## config.mk

```make
export PLATFORM = sky130hd
export DESIGN_NAME = mci_measure_core
export DESIGN_NICKNAME = d
export VERILOG_FILES = /design/src/design/mci_measure_core.v
export VERILOG_INCLUDE_DIRS = /design/src /design/src/design
export SDC_FILE = /design/constraint.sdc
export NUM_CORES = 2
export LEC_CHECK = 0
export BUFFER_PORTS_ARGS = -buffer_cell sky130_fd_sc_hd__buf_4
export CAP_MARGIN = 20
export CORE_MARGIN = 1
export CORE_UTILIZATION = 30
export CTS_CLUSTER_DIAMETER = 40
export DETAILED_ROUTE_END_ITERATION = 6
export GPL_TIMING_DRIVEN = 0
export SETUP_SLACK_MARGIN = 0.05
export SYNTH_ARGS = -nofsm -noshare
export SYNTH_HDL_FRONTEND = slang
export SYNTH_SLANG_ARGS = --single-unit
```

## constraint.sdc

```tcl
create_clock -name clk -period 13.65 [get_ports clk]
set_input_delay 0 -clock clk [delete_from_list [all_inputs] [get_ports clk]]
set_output_delay 0 -clock clk [all_outputs]
set_load 0.02 [all_outputs]
```

## src/design/mci_measure_regs.vh

```
// Behaviour
// - config bit picks thermistor or general input
// - pin result is raw signed 16-bit counts
// - pullup on only during thermistor pin conversion
// - reference: regulator for thermistor, bandgap otherwise
// - pin full scale is five thirds reference
// - raw current result is 24-bit, programmable rate
// - four raw intervals selected by config bits
// - low-power mode stretches raw intervals sixteen-fold
// - integration result every 250ms or 4s
// - 48-bit charge plus 32-bit seconds count
// - host command clears charge and time together
// - sleep freezes charge and time
// - die temperature is a loop slot, readable
// - die overtemp threshold turns FETs off, shutdown
// - offset and gain trim on cell, stack, die temperature and integrated current
// - trim offsets and gains stay host-writable
// - per-protection enable, three recovery policies
// - current faults from comparators, others from logic
// - FET drivers series/parallel, manual PWM
// - enabled bus timeout resets serial logic
`ifndef MCI_MEASURE_REGS_VH
`define MCI_MEASURE_REGS_VH

`define MCI_CLK_MHZ      50
`define MCI_RAW0_NS      366000
`define MCI_RAW1_NS      732000
`define MCI_RAW2_NS      1460000
`define MCI_RAW3_NS      2930000
`define MCI_LP_SHIFT     4
`define MCI_INT_MS       250
`define MCI_INT_LP_S     4
`define MCI_SEC_S        1
`define MCI_TO_MS        25
`define MCI_PWM_DIV      50

`define MCI_A_CFG        8'h00
`define MCI_A_PROTEN     8'h04
`define MCI_A_OTTHR      8'h08
`define MCI_A_CMD        8'h0c
`define MCI_A_PWM        8'h10
`define MCI_A_STATUS     8'h14
`define MCI_A_PIN        8'h18
`define MCI_A_TEMP       8'h1c
`define MCI_A_CELL       8'h20
`define MCI_A_STACK      8'h24
`define MCI_A_RAWCUR     8'h28
`define MCI_A_INTCUR     8'h2c
`define MCI_A_CHGLO      8'h30
`define MCI_A_CHGHI      8'h34
`define MCI_A_TIME       8'h38
`define MCI_A_TRIM       2'h1

`define MCI_CFG_GEN      0
`define MCI_CFG_RAWLO    1
`define MCI_CFG_LP       3
`define MCI_CFG_PAR      4
`define MCI_CFG_POLLO    5
`define MCI_CFG_TOEN     7
`define MCI_CFG_SHDN     8
`define MCI_CMD_CLRQ     0
`define MCI_CMD_RECOV    1

`define MCI_CFG_RST      9'h000
`define MCI_PROTEN_RST   5'h1f
`define MCI_OTTHR_RST    16'h0320
`define MCI_GAIN_RST     16'h4000
`define MCI_OFF_RST      16'h0000

`endif

```

## src/design/mci_measure_core.v

```verilog
// Decided for this implementation: the placing of the registers and the strobed register port.
`timescale 1ns/1ps
`include "mci_measure_regs.vh"

module mci_measure_core #(
  parameter [31:0] RAW_CYC0   = `MCI_RAW0_NS * `MCI_CLK_MHZ / 1000,
  parameter [31:0] RAW_CYC1   = RAW_CYC0 * 32'd2,      // exactly twice
  parameter [31:0] RAW_CYC2   = `MCI_RAW2_NS * `MCI_CLK_MHZ / 1000,
  parameter [31:0] RAW_CYC3   = `MCI_RAW3_NS * `MCI_CLK_MHZ / 1000,
  parameter [31:0] INT_CYC    = `MCI_INT_MS * `MCI_CLK_MHZ * 1000,
  parameter [31:0] INT_LP_CYC = INT_CYC << `MCI_LP_SHIFT, // exactly 16x
  parameter [31:0] SEC_CYC    = `MCI_SEC_S * `MCI_CLK_MHZ * 1000000,
  parameter [31:0] TO_CYC     = `MCI_TO_MS * `MCI_CLK_MHZ * 1000,
  parameter [7:0]  PWM_DIV    = `MCI_PWM_DIV,
  parameter        ACC_SHIFT  = 16
) (
  input  wire        clk,
  input  wire        srst,
  input  wire [7:0]  regAddr,
  input  wire [31:0] regWdata,
  input  wire        regWr,
  input  wire        regRd,
  output reg  [31:0] regRdata,
  output reg         adcStart,
  output reg  [1:0]  adcChan,
  input  wire        adcDone,
  input  wire [15:0] adcData,
  output reg         mpPullupEn,
  output reg         refSelLdo,
  input  wire [23:0] rawFiltData,
  output reg         rawFiltStrobe,
  input  wire [15:0] intFiltData,
  output reg         intFiltStrobe,
  input  wire        sleepMode,
  input  wire        occCmp,
  input  wire        ocd1Cmp,
  input  wire        ocd2Cmp,
  input  wire        scdCmp,
  output reg         chgFetOn,
  output reg         dsgFetOn,
  output reg         shutdownReq,
  output reg         alertOut,
  input  wire        sclIn,
  output reg         busTimeoutRst
);

  // ----------------------------------------------------------
  // helpers
  // ----------------------------------------------------------
  localparam [2:0] ST_IDLE = 3'h1;
  localparam [2:0] ST_CONV = 3'h2;
  localparam [2:0] ST_TRIM = 3'h4;

  function [15:0] trimApply;
    input [15:0] raw;
    input [15:0] gain;
    input [15:0] off;
    reg signed [31:0] prod;
    begin
      prod = $signed(raw) * $signed(gain);
      trimApply = prod[29:14] + off;
    end
  endfunction

  function trimHit;
    input [7:0] a;
    begin
      trimHit = (a[7:6] == `MCI_A_TRIM) && (a[5] == 1'b0) &&
                (a[1:0] == 2'h0);
    end
  endfunction

  function [31:0] rawPeriod;
    input [1:0] sel;
    input       lp;
    reg [31:0] b;
    begin
      case (sel)
        2'h0:    b = RAW_CYC0;
        2'h1:    b = RAW_CYC1;
        2'h2:    b = RAW_CYC2;
        default: b = RAW_CYC3;
      endcase
      rawPeriod = lp ? (b << `MCI_LP_SHIFT) : b;
    end
  endfunction

  // ----------------------------------------------------------
  // registers
  // ----------------------------------------------------------
  reg [8:0]  cfg_q;
  reg [4:0]  protEn_q;
  reg [15:0] otThr_q;
  reg [15:0] pwm_q;
  reg [4:0]  status_q;
  reg [4:0]  active_q;
  reg [15:0] trimGain_q [0:3];
  reg [15:0] trimOff_q  [0:3];
  reg [15:0] pinRes_q;
  reg [15:0] tempRes_q;
  reg [15:0] cellRes_q;
  reg [15:0] stackRes_q;
  reg [23:0] rawRes_q;
  reg [15:0] intRes_q;
  reg        intNew_q;
  reg [47:0] charge_q;
  reg [31:0] time_q;
  reg [31:0] secCnt_q;
  reg [31:0] rawCnt_q;
  reg [31:0] intCnt_q;
  reg [31:0] toCnt_q;
  reg [7:0]  pwmDiv_q;
  reg [7:0]  pwmCnt_q;
  reg [2:0]  state_q;
  reg [1:0]  slot_q;
  reg [15:0] conv_q;
  reg [4:0]  sync1_q;
  reg [4:0]  sync2_q;

  wire       genMode  = cfg_q[`MCI_CFG_GEN];
  wire [1:0] rawSel   = cfg_q[`MCI_CFG_RAWLO+1:`MCI_CFG_RAWLO];
  wire       lowPwr   = cfg_q[`MCI_CFG_LP];
  wire [1:0] policy   = cfg_q[`MCI_CFG_POLLO+1:`MCI_CFG_POLLO];
  wire       wrCmd    = regWr && (regAddr == `MCI_A_CMD);
  wire       clrQ     = wrCmd && regWdata[`MCI_CMD_CLRQ];
  wire       recover  = wrCmd && regWdata[`MCI_CMD_RECOV];
  wire       wrStat   = regWr && (regAddr == `MCI_A_STATUS);
  wire       autoRec  = (policy == 2'h0);
  wire       acting   = (policy == 2'h0) || (policy == 2'h1);
  wire       dieOt    = $signed(tempRes_q) >= $signed(otThr_q);
  wire [4:0] cond     = {dieOt, sync2_q[3:0]} & protEn_q;
  wire [31:0] rawLim  = rawPeriod(rawSel, lowPwr);
  wire [31:0] intLim  = lowPwr ? INT_LP_CYC : INT_CYC;
  wire [47:0] addend  = {{32{intRes_q[15]}}, intRes_q} << ACC_SHIFT;
  wire       chgBlk;
  wire       dsgBlk;
  wire       pwmOn    = pwmCnt_q < pwm_q[15:8];

  // ----------------------------------------------------------
  // register writes
  // ----------------------------------------------------------
  always @(posedge clk) begin
    if (srst) begin
      cfg_q    <= `MCI_CFG_RST;
      protEn_q <= `MCI_PROTEN_RST;
      otThr_q  <= `MCI_OTTHR_RST;
      pwm_q    <= 16'h0000;
    end else if (regWr) begin
      case (regAddr)
        `MCI_A_CFG:    cfg_q    <= regWdata[8:0];
        `MCI_A_PROTEN: protEn_q <= regWdata[4:0];
        `MCI_A_OTTHR:  otThr_q  <= regWdata[15:0];
        `MCI_A_PWM:    pwm_q    <= regWdata[15:0];
        default: begin
        end
      endcase
    end
  end

  genvar k;
  generate
    for (k = 0; k < 4; k = k + 1) begin : gTrim
      always @(posedge clk) begin
        if (srst) begin
          trimGain_q[k] <= `MCI_GAIN_RST;
          trimOff_q[k]  <= `MCI_OFF_RST;
        end else if (regWr && trimHit(regAddr) &&
                     (regAddr[4:3] == k)) begin
          if (regAddr[2])
            trimOff_q[k] <= regWdata[15:0];
          else
            trimGain_q[k] <= regWdata[15:0];
        end
      end
    end
  endgenerate

  // ----------------------------------------------------------
  // read port
  // ----------------------------------------------------------
  always @(posedge clk) begin
    if (srst) begin
      regRdata <= 32'h0000_0000;
    end else if (!regRd) begin
      regRdata <= 32'h0000_0000;
    end else if (trimHit(regAddr)) begin
      regRdata <= {16'h0000, regAddr[2] ? trimOff_q[regAddr[4:3]]
                                        : trimGain_q[regAddr[4:3]]};
    end else begin
      case (regAddr)
        `MCI_A_CFG:    regRdata <= {23'h0, cfg_q};
        `MCI_A_PROTEN: regRdata <= {27'h0, protEn_q};
        `MCI_A_OTTHR:  regRdata <= {16'h0, otThr_q};
        `MCI_A_PWM:    regRdata <= {16'h0, pwm_q};
        `MCI_A_STATUS: regRdata <= {11'h0, active_q, 11'h0, status_q};
        `MCI_A_PIN:    regRdata <= {16'h0, pinRes_q};
        `MCI_A_TEMP:   regRdata <= {16'h0, tempRes_q};
        `MCI_A_CELL:   regRdata <= {16'h0, cellRes_q};
        `MCI_A_STACK:  regRdata <= {16'h0, stackRes_q};
        `MCI_A_RAWCUR: regRdata <= {8'h0, rawRes_q};
        `MCI_A_INTCUR: regRdata <= {16'h0, intRes_q};
        `MCI_A_CHGLO:  regRdata <= charge_q[31:0];
        `MCI_A_CHGHI:  regRdata <= {16'h0, charge_q[47:32]};
        `MCI_A_TIME:   regRdata <= time_q;
        default:       regRdata <= 32'h0000_0000;
      endcase
    end
  end

  // ----------------------------------------------------------
  // voltage converter slot sequence
  // ----------------------------------------------------------
  // slots: 0 cell, 1 stack, 2 die temperature, 3 multipurpose pin
  always @(posedge clk) begin
    if (srst) begin
      state_q    <= ST_IDLE;
      slot_q     <= 2'h0;
      adcStart   <= 1'b0;
      adcChan    <= 2'h0;
      mpPullupEn <= 1'b0;
      refSelLdo  <= 1'b0;
      conv_q     <= 16'h0000;
      pinRes_q   <= 16'h0000;
      tempRes_q  <= 16'h0000;
      cellRes_q  <= 16'h0000;
      stackRes_q <= 16'h0000;
    end else begin
      adcStart <= 1'b0;
      case (state_q)
        ST_IDLE: begin
          adcStart   <= 1'b1;
          adcChan    <= slot_q;
          // bias only while the pin itself is converted
          mpPullupEn <= (slot_q == 2'h3) && !genMode;
          refSelLdo  <= (slot_q == 2'h3) && !genMode;
          state_q    <= ST_CONV;
        end
        ST_CONV: begin
          if (adcDone) begin
            conv_q     <= adcData;
            mpPullupEn <= 1'b0;
            refSelLdo  <= 1'b0;
            state_q    <= ST_TRIM;
          end
        end
        ST_TRIM: begin
          case (slot_q)
            2'h0: cellRes_q  <= trimApply(conv_q, trimGain_q[0],
                                          trimOff_q[0]);
            2'h1: stackRes_q <= trimApply(conv_q, trimGain_q[1],
                                          trimOff_q[1]);
            2'h2: tempRes_q  <= trimApply(conv_q, trimGain_q[2],
                                          trimOff_q[2]);
            // untrimmed counts; lsb is 5/3 of reference over 2^15
            default: pinRes_q <= conv_q;
          endcase
          slot_q  <= slot_q + 2'h1;
          state_q <= ST_IDLE;
        end
        default: state_q <= ST_IDLE;
      endcase
    end
  end

  // ----------------------------------------------------------
  // current filters
  // ----------------------------------------------------------
  always @(posedge clk) begin
    if (srst) begin
      rawCnt_q      <= 32'h0000_0000;
      rawFiltStrobe <= 1'b0;
      rawRes_q      <= 24'h00_0000;
    end else if (rawCnt_q >= rawLim - 32'h1) begin
      rawCnt_q      <= 32'h0000_0000;
      rawFiltStrobe <= 1'b1;
      rawRes_q      <= rawFiltData;
    end else begin
      rawCnt_q      <= rawCnt_q + 32'h1;
      rawFiltStrobe <= 1'b0;
    end
  end

  always @(posedge clk) begin
    if (srst) begin
      intCnt_q      <= 32'h0000_0000;
      intFiltStrobe <= 1'b0;
      intRes_q      <= 16'h0000;
      intNew_q      <= 1'b0;
    end else if (intCnt_q >= intLim - 32'h1) begin
      intCnt_q      <= 32'h0000_0000;
      intFiltStrobe <= 1'b1;
      intRes_q      <= trimApply(intFiltData, trimGain_q[3],
                                 trimOff_q[3]);
      intNew_q      <= 1'b1;
    end else begin
      intCnt_q      <= intCnt_q + 32'h1;
      intFiltStrobe <= 1'b0;
      intNew_q      <= 1'b0;
    end
  end

  // ----------------------------------------------------------
  // charge and time integration
  // ----------------------------------------------------------
  // a clear on the same cycle as a new sample wins: fresh start
  always @(posedge clk) begin
    if (srst) begin
      charge_q <= 48'h0000_0000_0000;
      time_q   <= 32'h0000_0000;
      secCnt_q <= 32'h0000_0000;
    end else if (clrQ) begin
      charge_q <= 48'h0000_0000_0000;
      time_q   <= 32'h0000_0000;
      secCnt_q <= 32'h0000_0000;
    end else if (!sleepMode) begin
      if (intNew_q)
        charge_q <= charge_q + addend;
      if (secCnt_q >= SEC_CYC - 32'h1) begin
        secCnt_q <= 32'h0000_0000;
        time_q   <= time_q + 32'h1;
      end else begin
        secCnt_q <= secCnt_q + 32'h1;
      end
    end
  end

  // ----------------------------------------------------------
  // protections
  // ----------------------------------------------------------
  // comparator and bus clock inputs come from other domains
  always @(posedge clk) begin
    if (srst) begin
      sync1_q <= 5'h00;
      sync2_q <= 5'h00;
    end else begin
      sync1_q <= {sclIn, scdCmp, ocd2Cmp, ocd1Cmp, occCmp};
      sync2_q <= sync1_q;
    end
  end

  // series: any fault opens both; parallel: each side alone, die overtemp opens both
  assign chgBlk = cfg_q[`MCI_CFG_PAR] ? (active_q[0] | active_q[4])
                                      : (|active_q);
  assign dsgBlk = cfg_q[`MCI_CFG_PAR] ? (|active_q[4:1])
                                      : (|active_q);

  always @(posedge clk) begin
    if (srst) begin
      active_q    <= 5'h00;
      status_q    <= 5'h00;
      alertOut    <= 1'b0;
      chgFetOn    <= 1'b0;
      dsgFetOn    <= 1'b0;
      shutdownReq <= 1'b0;
    end else begin
      // new condition wins over recovery or status clear
      active_q <= cond | (active_q & ~{5{autoRec | recover}});
      status_q <= cond | (status_q & ~(wrStat ? regWdata[4:0]
                                               : 5'h00));
      alertOut <= |status_q;
      chgFetOn <= !(acting && chgBlk) &&
                  (!pwm_q[0] || pwmOn);
      dsgFetOn <= !(acting && dsgBlk) &&
                  (!pwm_q[1] || pwmOn);
      shutdownReq <= acting && active_q[4] &&
                     cfg_q[`MCI_CFG_SHDN];
    end
  end

  // pwm runs on a slow enable so one duty step is visible at the fet
  always @(posedge clk) begin
    if (srst) begin
      pwmDiv_q <= 8'h00;
      pwmCnt_q <= 8'h00;
    end else if (pwmDiv_q >= PWM_DIV - 8'h01) begin
      pwmDiv_q <= 8'h00;
      pwmCnt_q <= pwmCnt_q + 8'h01;
    end else begin
      pwmDiv_q <= pwmDiv_q + 8'h01;
    end
  end

  // ----------------------------------------------------------
  // serial bus timeout
  // ----------------------------------------------------------
  // counter saturates so a stuck-low clock gives one pulse only
  always @(posedge clk) begin
    if (srst) begin
      toCnt_q       <= 32'h0000_0000;
      busTimeoutRst <= 1'b0;
    end else if (!cfg_q[`MCI_CFG_TOEN] || sync2_q[4]) begin
      toCnt_q       <= 32'h0000_0000;
      busTimeoutRst <= 1'b0;
    end else if (toCnt_q < TO_CYC) begin
      toCnt_q       <= toCnt_q + 32'h1;
      busTimeoutRst <= (toCnt_q == TO_CYC - 32'h1);
    end else begin
      busTimeoutRst <= 1'b0;
    end
  end

endmodule

```

Word-level counts from Yosys, hierarchy flattened
Memory sizes are Yosys's and may differ from the RTL's. Cells that the tools add are included.

Bits in registers: 458. Memories: 2. Output and inout port bits: 44. Word-level logic and storage cells: 228. Memory bits (writable): 128.

Memory list: trimGain_q (depth 4, bits a word 16, rd ports 5, clocked after Yosys merged registers in 0, write ports 4, RTL line mci_measure_core.v:97) `reg [15:0] trimGain_q [0:3];`; trimOff_q (depth 4, bits a word 16, rd ports 5, clocked after Yosys merged registers in 0, write ports 4, RTL line mci_measure_core.v:98) `reg [15:0] trimOff_q [0:3];`.

Mux-type cells: 53. Add/subtract/negate cells: 15. Order comparisons: 7. Reductions and logical operators: 59. Bitwise operators: 22. Multipliers: 4. Eq/ne operators: 29.

Operators with widths (count): 32-bit one-hot mux with 14 select lines (1); 32-bit by 1-bit adder with 32-bit output (second input constant) (5); 16-bit 2-to-1 mux (10); 16-bit by 16-bit multiplier with 30-bit output (4); 16-bit adder (4); 32-bit greater-or-equal comparator (2); 32-bit 2-to-1 mux (2); 8-bit by 6-bit equality test with 1-bit output (second input constant) (7); 18-bit one-hot mux with 3 select lines (1); 48-bit adder (1); 1-bit 2-to-1 mux (34); 32-bit by 21-bit equality test with 1-bit output (second input constant) (1); 8-bit by 5-bit equality test with 1-bit output (second input constant) (4); 32-bit by 26-bit greater-or-equal comparator with 1-bit output (second input constant) (1); 32-bit by 21-bit < comparator with 1-bit output (second input constant) (1); 32-bit by 1-bit subtractor with 32-bit output (second input constant) (1); 28-bit by 1-bit subtractor with 29-bit output (second input constant) (1); 28-bit 2-to-1 mux (1); 2-bit AND reduction (12); 1-bit logical AND (18); 8-bit by 1-bit adder with 8-bit output (second input constant) (2); 8-bit by 4-bit equality test with 1-bit output (second input constant) (2); 16-bit greater-or-equal comparator (1); 5-bit AND (3); other kinds (27) (70).

Longest topological paths before layout
Word-level depth: 9. Depth in mapped cells: 38. Gate-level depth less buffers: 36.

Worst setup path after synthesis
OpenSTA, ideal clock, no wires.

Path type: flip-flop to flip-flop. Start point: mem trimGain_q[2][1]. End point: reg tempRes_q[15]. Clock period less this slack: 7665 ps. Cell stages (with the launch flop): 31. Library setup time: 86 ps. Buffers on the path: 1. Path slack: 5985 ps. Data arrival time: 7579 ps. Cell sequence: edfxtp_1 -> clkbuf_1 -> nand2_1 -> fa_1 -> fa_1 -> fa_1 -> fa_1 -> inv_1 -> fa_1 -> inv_1 -> fa_1 -> inv_1 -> ha_1 -> a21o_1 -> a2111oi_1 -> a21oi_1 -> nor2_1 -> nor2b_1 -> nor2_1 -> ha_1 -> a21o_1 -> a21oi_1 -> nor2b_1 -> o21a_1 -> o41ai_1 -> o211ai_1 -> a21o_1 -> a21oi_1 -> o21ai_0 -> xnor2_1 -> a211oi_1.

RTL lines: start, declared (RTL line mci_measure_core.v:97); end signal, assigned (RTL line mci_measure_core.v:252) `2'h2: tempRes_q <= trimApply(conv_q, trimGain_q[2],`; end, declared (RTL line mci_measure_core.v:100) `reg [15:0] tempRes_q;`.

Worst setup path after layout
Start point: reg conv_q[1]. End point: reg tempRes_q[15].

Cells in the longest elaborated chain, start to end: 2.

Ends and longest elaborated chain: start, declared (RTL line mci_measure_core.v:116) `reg [15:0] conv_q;`; start signal, assigned (RTL line mci_measure_core.v:240) `conv_q <= adcData;`; 16-bit by 16-bit multiplier with 30-bit output (RTL line mci_measure_core.v:60) `prod = $signed(raw) * $signed(gain);`; 16-bit adder (RTL line mci_measure_core.v:61) `trimApply = prod[29:14] + off;`.

Every way passes these cells. A chain may end at the register's enable or synchronous reset.

==> results.md <==
- The run finished with clean final reports.
- Registers take 12700 µm².
- The number of buffers added on ports is 129.
- At the end of routability-driven placement, the weighted congestion stood at 0.991.
- The sequential share of the synthesized area is 19.6%.
- The internal power is roughly 8000 µW.
- The effective utilization at floorplan is between 30% and 40%.
- The half-perimeter wire length after placement is between 150000 and 200000 µm.
- The count of pins over their slew limit is 0.
- The clock share of power is ~15%.
- The via total after detailed routing is around 51000.
- The number of sinks driven by the clock tree is between 500 and 600.
- The count of nets left with antenna violations after detail routing is 0.
- For this design the total switching power over the nets is ~7500 µW.
- Sorting the synthesized cells by how often they occur yields sky130_fd_sc_hd__inv_1 (1203), sky130_fd_sc_hd__fa_1 (993), sky130_fd_sc_hd__nand2_1 (901).
- The portion of total power attributed to combinational logic is 71.8%.
- The total CTS buffers is between 80 and 90.
- The multi-input logic area is 46500 µm².
- The average cell area after synthesis is slightly above 9 µm².
- The number of global-route vias before repair is approximately 53000.
- The number of antenna violations at the first check in global routing is 27.
- The TritonCTS clock tree is built.
- For this run, asynchronously set or reset flops after synthesis account for 0%.
- The number of synthesized register bits is 570.
- The insertion delay of the later-clocked pin in the worst-skew pair is approximately 700 ps.
- In this run the number of H-tree levels came out at 3.
- Among cell families on the critical path, the largest total delay comes from adder cells.
- After synthesis, the netlist uses between 70 and 80 different library cells.
- Setup repair after global routing left no endpoint under its margin.
- The number of placed instances with taps included is about 10000.
- Among all stages on the critical path, the largest delay is contributed by sky130_fd_sc_hd__clkbuf_1.
- The maximum clock insertion buffer count is 3.
- STA classifies the critical path endpoint as a register.
- The largest net degree at the start of global routing is 21.
- Across the VDD grid, the largest voltage drop is ~0.83 mV.
- The die covers ~220000 µm².
- Post-CTS timing repair inserted 0 buffers for setup.
- The final routed wire length divided by cell count is between 20 and 25 µm.
- Clock tree synthesis selected as its root buffer the cell sky130_fd_sc_hd__clkbuf_16.
- The core outline area is 215000 µm².
- The ratio of cells with drive above 1 in the final layout is around 4.8%.
- The row count is 170.
- The width of the die is 467 µm.
- The time the final worst path needs with I/O delays and setup is roughly 11000 ps.
- approximately 150 I/O pins were placed.
- For the pin with the worst max-slew slack, the measured transition is between 1000 and 1500 ps.
- The maximum clock frequency is between 90 and 100 MHz.
- With fillers left out, the area of the finished cells amounts to approximately 73000 µm².
- Counting both buffers and inverters, the worst setup path holds a total of 7.
- Synthesis produced roughly 7100 cells.
- The critical path is of the register to register type.
- The required time of the critical path is between 10000 and 15000 ps.
- For this run, the number of Yosys warnings is 0.
- The data arrival time of the worst path is between 10000 and 15000 ps.
- The path class of the lowest-slack min-delay path is input pin to register.
- The final-layout fill cell count is around 22000.
- In the final design database the tool counted 9015 nets.
- In the routed layout, each cell is associated on average with a via count of approximately 5.0.
- The biggest area consumer among synthesized cells is sky130_fd_sc_hd__fa_1.
- The post-synthesis to final-layout area growth is 13.1%.
- The reported leakage power is around 0.033 µW.
- The total overflow left after global routing is 0.
- After the first detailed-routing iteration, the DRC count stood at approximately 4400.
- Max-cap violations in this run came to 0.
- The largest single stage delay on the critical path is ~800 ps.
- The wire length after detailed routing is roughly 210000 µm.
- The die is 467 µm tall.
- The most repeated cell in the gate-level netlist after synthesis is sky130_fd_sc_hd__inv_1.
- The count of non-filler cells in the finished layout is ~10000.
- The tightest slew margin relative to the limit is between 10% and 20%.
- In the post-synthesis netlist, the biggest area contributors are sky130_fd_sc_hd__fa_1 (31%), sky130_fd_sc_hd__dfxtp_1 (14%), sky130_fd_sc_hd__ha_1 (9.5%).
- The count of endpoints failing setup in the final report is 0.
- The residual DRC count is 0.
- The net switching fraction of the power is between 40% and 50%.
- Before antenna repair, the detailed router went through 6 iterations.
- STA classifies the critical path startpoint as a register.
- The share of the synthesized area in the top cell type is a little under a third.
- The largest fanout of any net on the critical path is 10.
- The clock arrives with roughly 31 ps of skew.
- The number of enable flip-flop cells after synthesis is between 100 and 150.
- The count of final hold-check violations is 0.
- The global routing usage summed across all routing layers is between 10% and 20%.
- Per report_power, the sequential group accounts for around an eighth of the total.
- The global-route wire length before repair is between 300000 and 400000 µm.
- In this run the cell area of the synthesized design comes to 64800 µm².
- The final worst-path cycle share is between 70 and 80%.
- In the synthesized netlist the dominant register cell turns out to be sky130_fd_sc_hd__dfxtp_1.
- The power density of the placed cells is 209 nW/µm².
- The largest registers in the layout are trimGain_q: 64 flops, trimOff_q: 64 flops.
- After detailed placement, the total cell area comes to about 69000 µm².
- The summed negative setup slack over all endpoints is 0 ps.
- Clock-pin slew was measured on the worst setup and hold paths at around 60 ps.
worst paths after layout:
check | startpoint | to | slack (ps) | cells after the start
worst min register to register | sync1_q[4] | sync2_q[4] | 440 | 1
worst max register to register | conv_q[1] | tempRes_q[15] | 3080 | 34
worst max-delay path | conv_q[1] | tempRes_q[15] | 3080 | 34
worst min-delay path | ocd2Cmp | sync1_q[2] | 70 | 3
worst register-to-register path: cells and delay by family (launching register included):
| family | cells | cell delay [ps] |
|---|---|---|
| AND/OR/NAND/NOR | 7 | 900 |
| XOR/XNOR | 2 | 1040 |
| buffers and inverters | 7 | 1820 |
| flip-flops | 1 | 500 |
| adder cells (fa/ha/maj) | 8 | 3260 |
| AO/OA/AOI/OAI | 10 | 2950 |
layer usage:
| layer | global-route usage [%] | vias to the layer above | wire length (µm) |
|---|---|---|---|
| met1 | 26.2 | 25700 | 89200 |
| met3 | 3.84 | 445 | 18700 |
| met5 | 0 | - | 89 |
| met4 | 8.45 | 12 | 10400 |
| met2 | 31.3 | 2179 | 96200 |
| li1 | - | 22900 | - |
power by group through the flow:
stage / sequential [µW] / combinational [µW] / clock [µW]
3_3_place_gp: 2030 / 10700 / 0
4_1_cts: 2000 / 11100 / 2350
3_5_place_dp: 2030 / 11000 / 0
2_1_floorplan: 1930 / 8370 / 0
5_1_grt: 2000 / 12500 / 2430
6_report: 2000 / 11000 / 2320
cell type report:
class                           instances  share of cell area (%)
Antenna cell                           11                  0.0376
Buffer                                296                    1.53
Clock buffer                          109                    3.25
Clock inverter                         57                   0.920
Inverter                             1208                    6.19
Multi-Input combinational cell       5052                    63.5
Sequential cell                       570                    17.3
Tap cell                             2838                    4.85
Timing Repair Buffer                  207                    2.39
cell usage in the layout, fill, tap and decap left out, types with 16 or more instances in the layout:
cell,count
sky130_fd_sc_hd__dfxtp_1,442
sky130_fd_sc_hd__clkbuf_16,90
sky130_fd_sc_hd__nand4_1,56
sky130_fd_sc_hd__mux4_2,32
sky130_fd_sc_hd__a211oi_1,28
sky130_fd_sc_hd__nand2b_1,48
sky130_fd_sc_hd__fa_1,993
sky130_fd_sc_hd__buf_4,133
sky130_fd_sc_hd__nor3_1,50
sky130_fd_sc_hd__xor2_1,144
sky130_fd_sc_hd__clkbuf_1,291
sky130_fd_sc_hd__ha_1,491
sky130_fd_sc_hd__o21ai_0,93
sky130_fd_sc_hd__o211ai_1,22
sky130_fd_sc_hd__or3_1,26
sky130_fd_sc_hd__edfxtp_1,128
sky130_fd_sc_hd__a21oi_1,283
sky130_fd_sc_hd__a22o_1,16
sky130_fd_sc_hd__a21o_1,49
sky130_fd_sc_hd__o22ai_1,18
sky130_fd_sc_hd__nor2_1,455
sky130_fd_sc_hd__dlygate4sd3_1,70
sky130_fd_sc_hd__nor2b_1,51
sky130_fd_sc_hd__and2_1,590
sky130_fd_sc_hd__a22oi_1,71
sky130_fd_sc_hd__a221oi_1,19
sky130_fd_sc_hd__and3_1,53
sky130_fd_sc_hd__inv_1,1203
sky130_fd_sc_hd__o21a_1,25
sky130_fd_sc_hd__nand2_1,901
sky130_fd_sc_hd__nand3_1,113
sky130_fd_sc_hd__xnor2_1,193
sky130_fd_sc_hd__mux2i_1,64
metrics by stage:
step           util, %  total power, µW  setup WS, ps  hold WS (ps)
6_report          34.1            15300          3080          71.4
5_1_grt           34.1            16900          2710          68.7
3_3_place_gp      32.3            12800          3230           218
3_5_place_dp      32.4            13000          3170           222
4_1_cts           34.1            15400          3130          18.4
2_1_floorplan        -            10300          5990           114
repair_timing:
item / CTS / global route
hold buffers: 70 / 0
hold endpoints to repair: 152 / 0
gates resized for setup: 0 / 0
logic make-up after synthesis:
kind of cell | after synthesis | share of synthesized area, %
xor gates and xnor gates | 337 | 4.56
and+or+nand+nor | 2394 | 17.7
other | 2 | 0.0116
muxes | 96 | 2.10
AOI/OAI and AO/OA | 726 | 7.19
adders and majority gates | 1484 | 40.2
DFF | 570 | 19.6
buffers and inverters | 1504 | 8.73
Power figures use the tool's default switching activity.
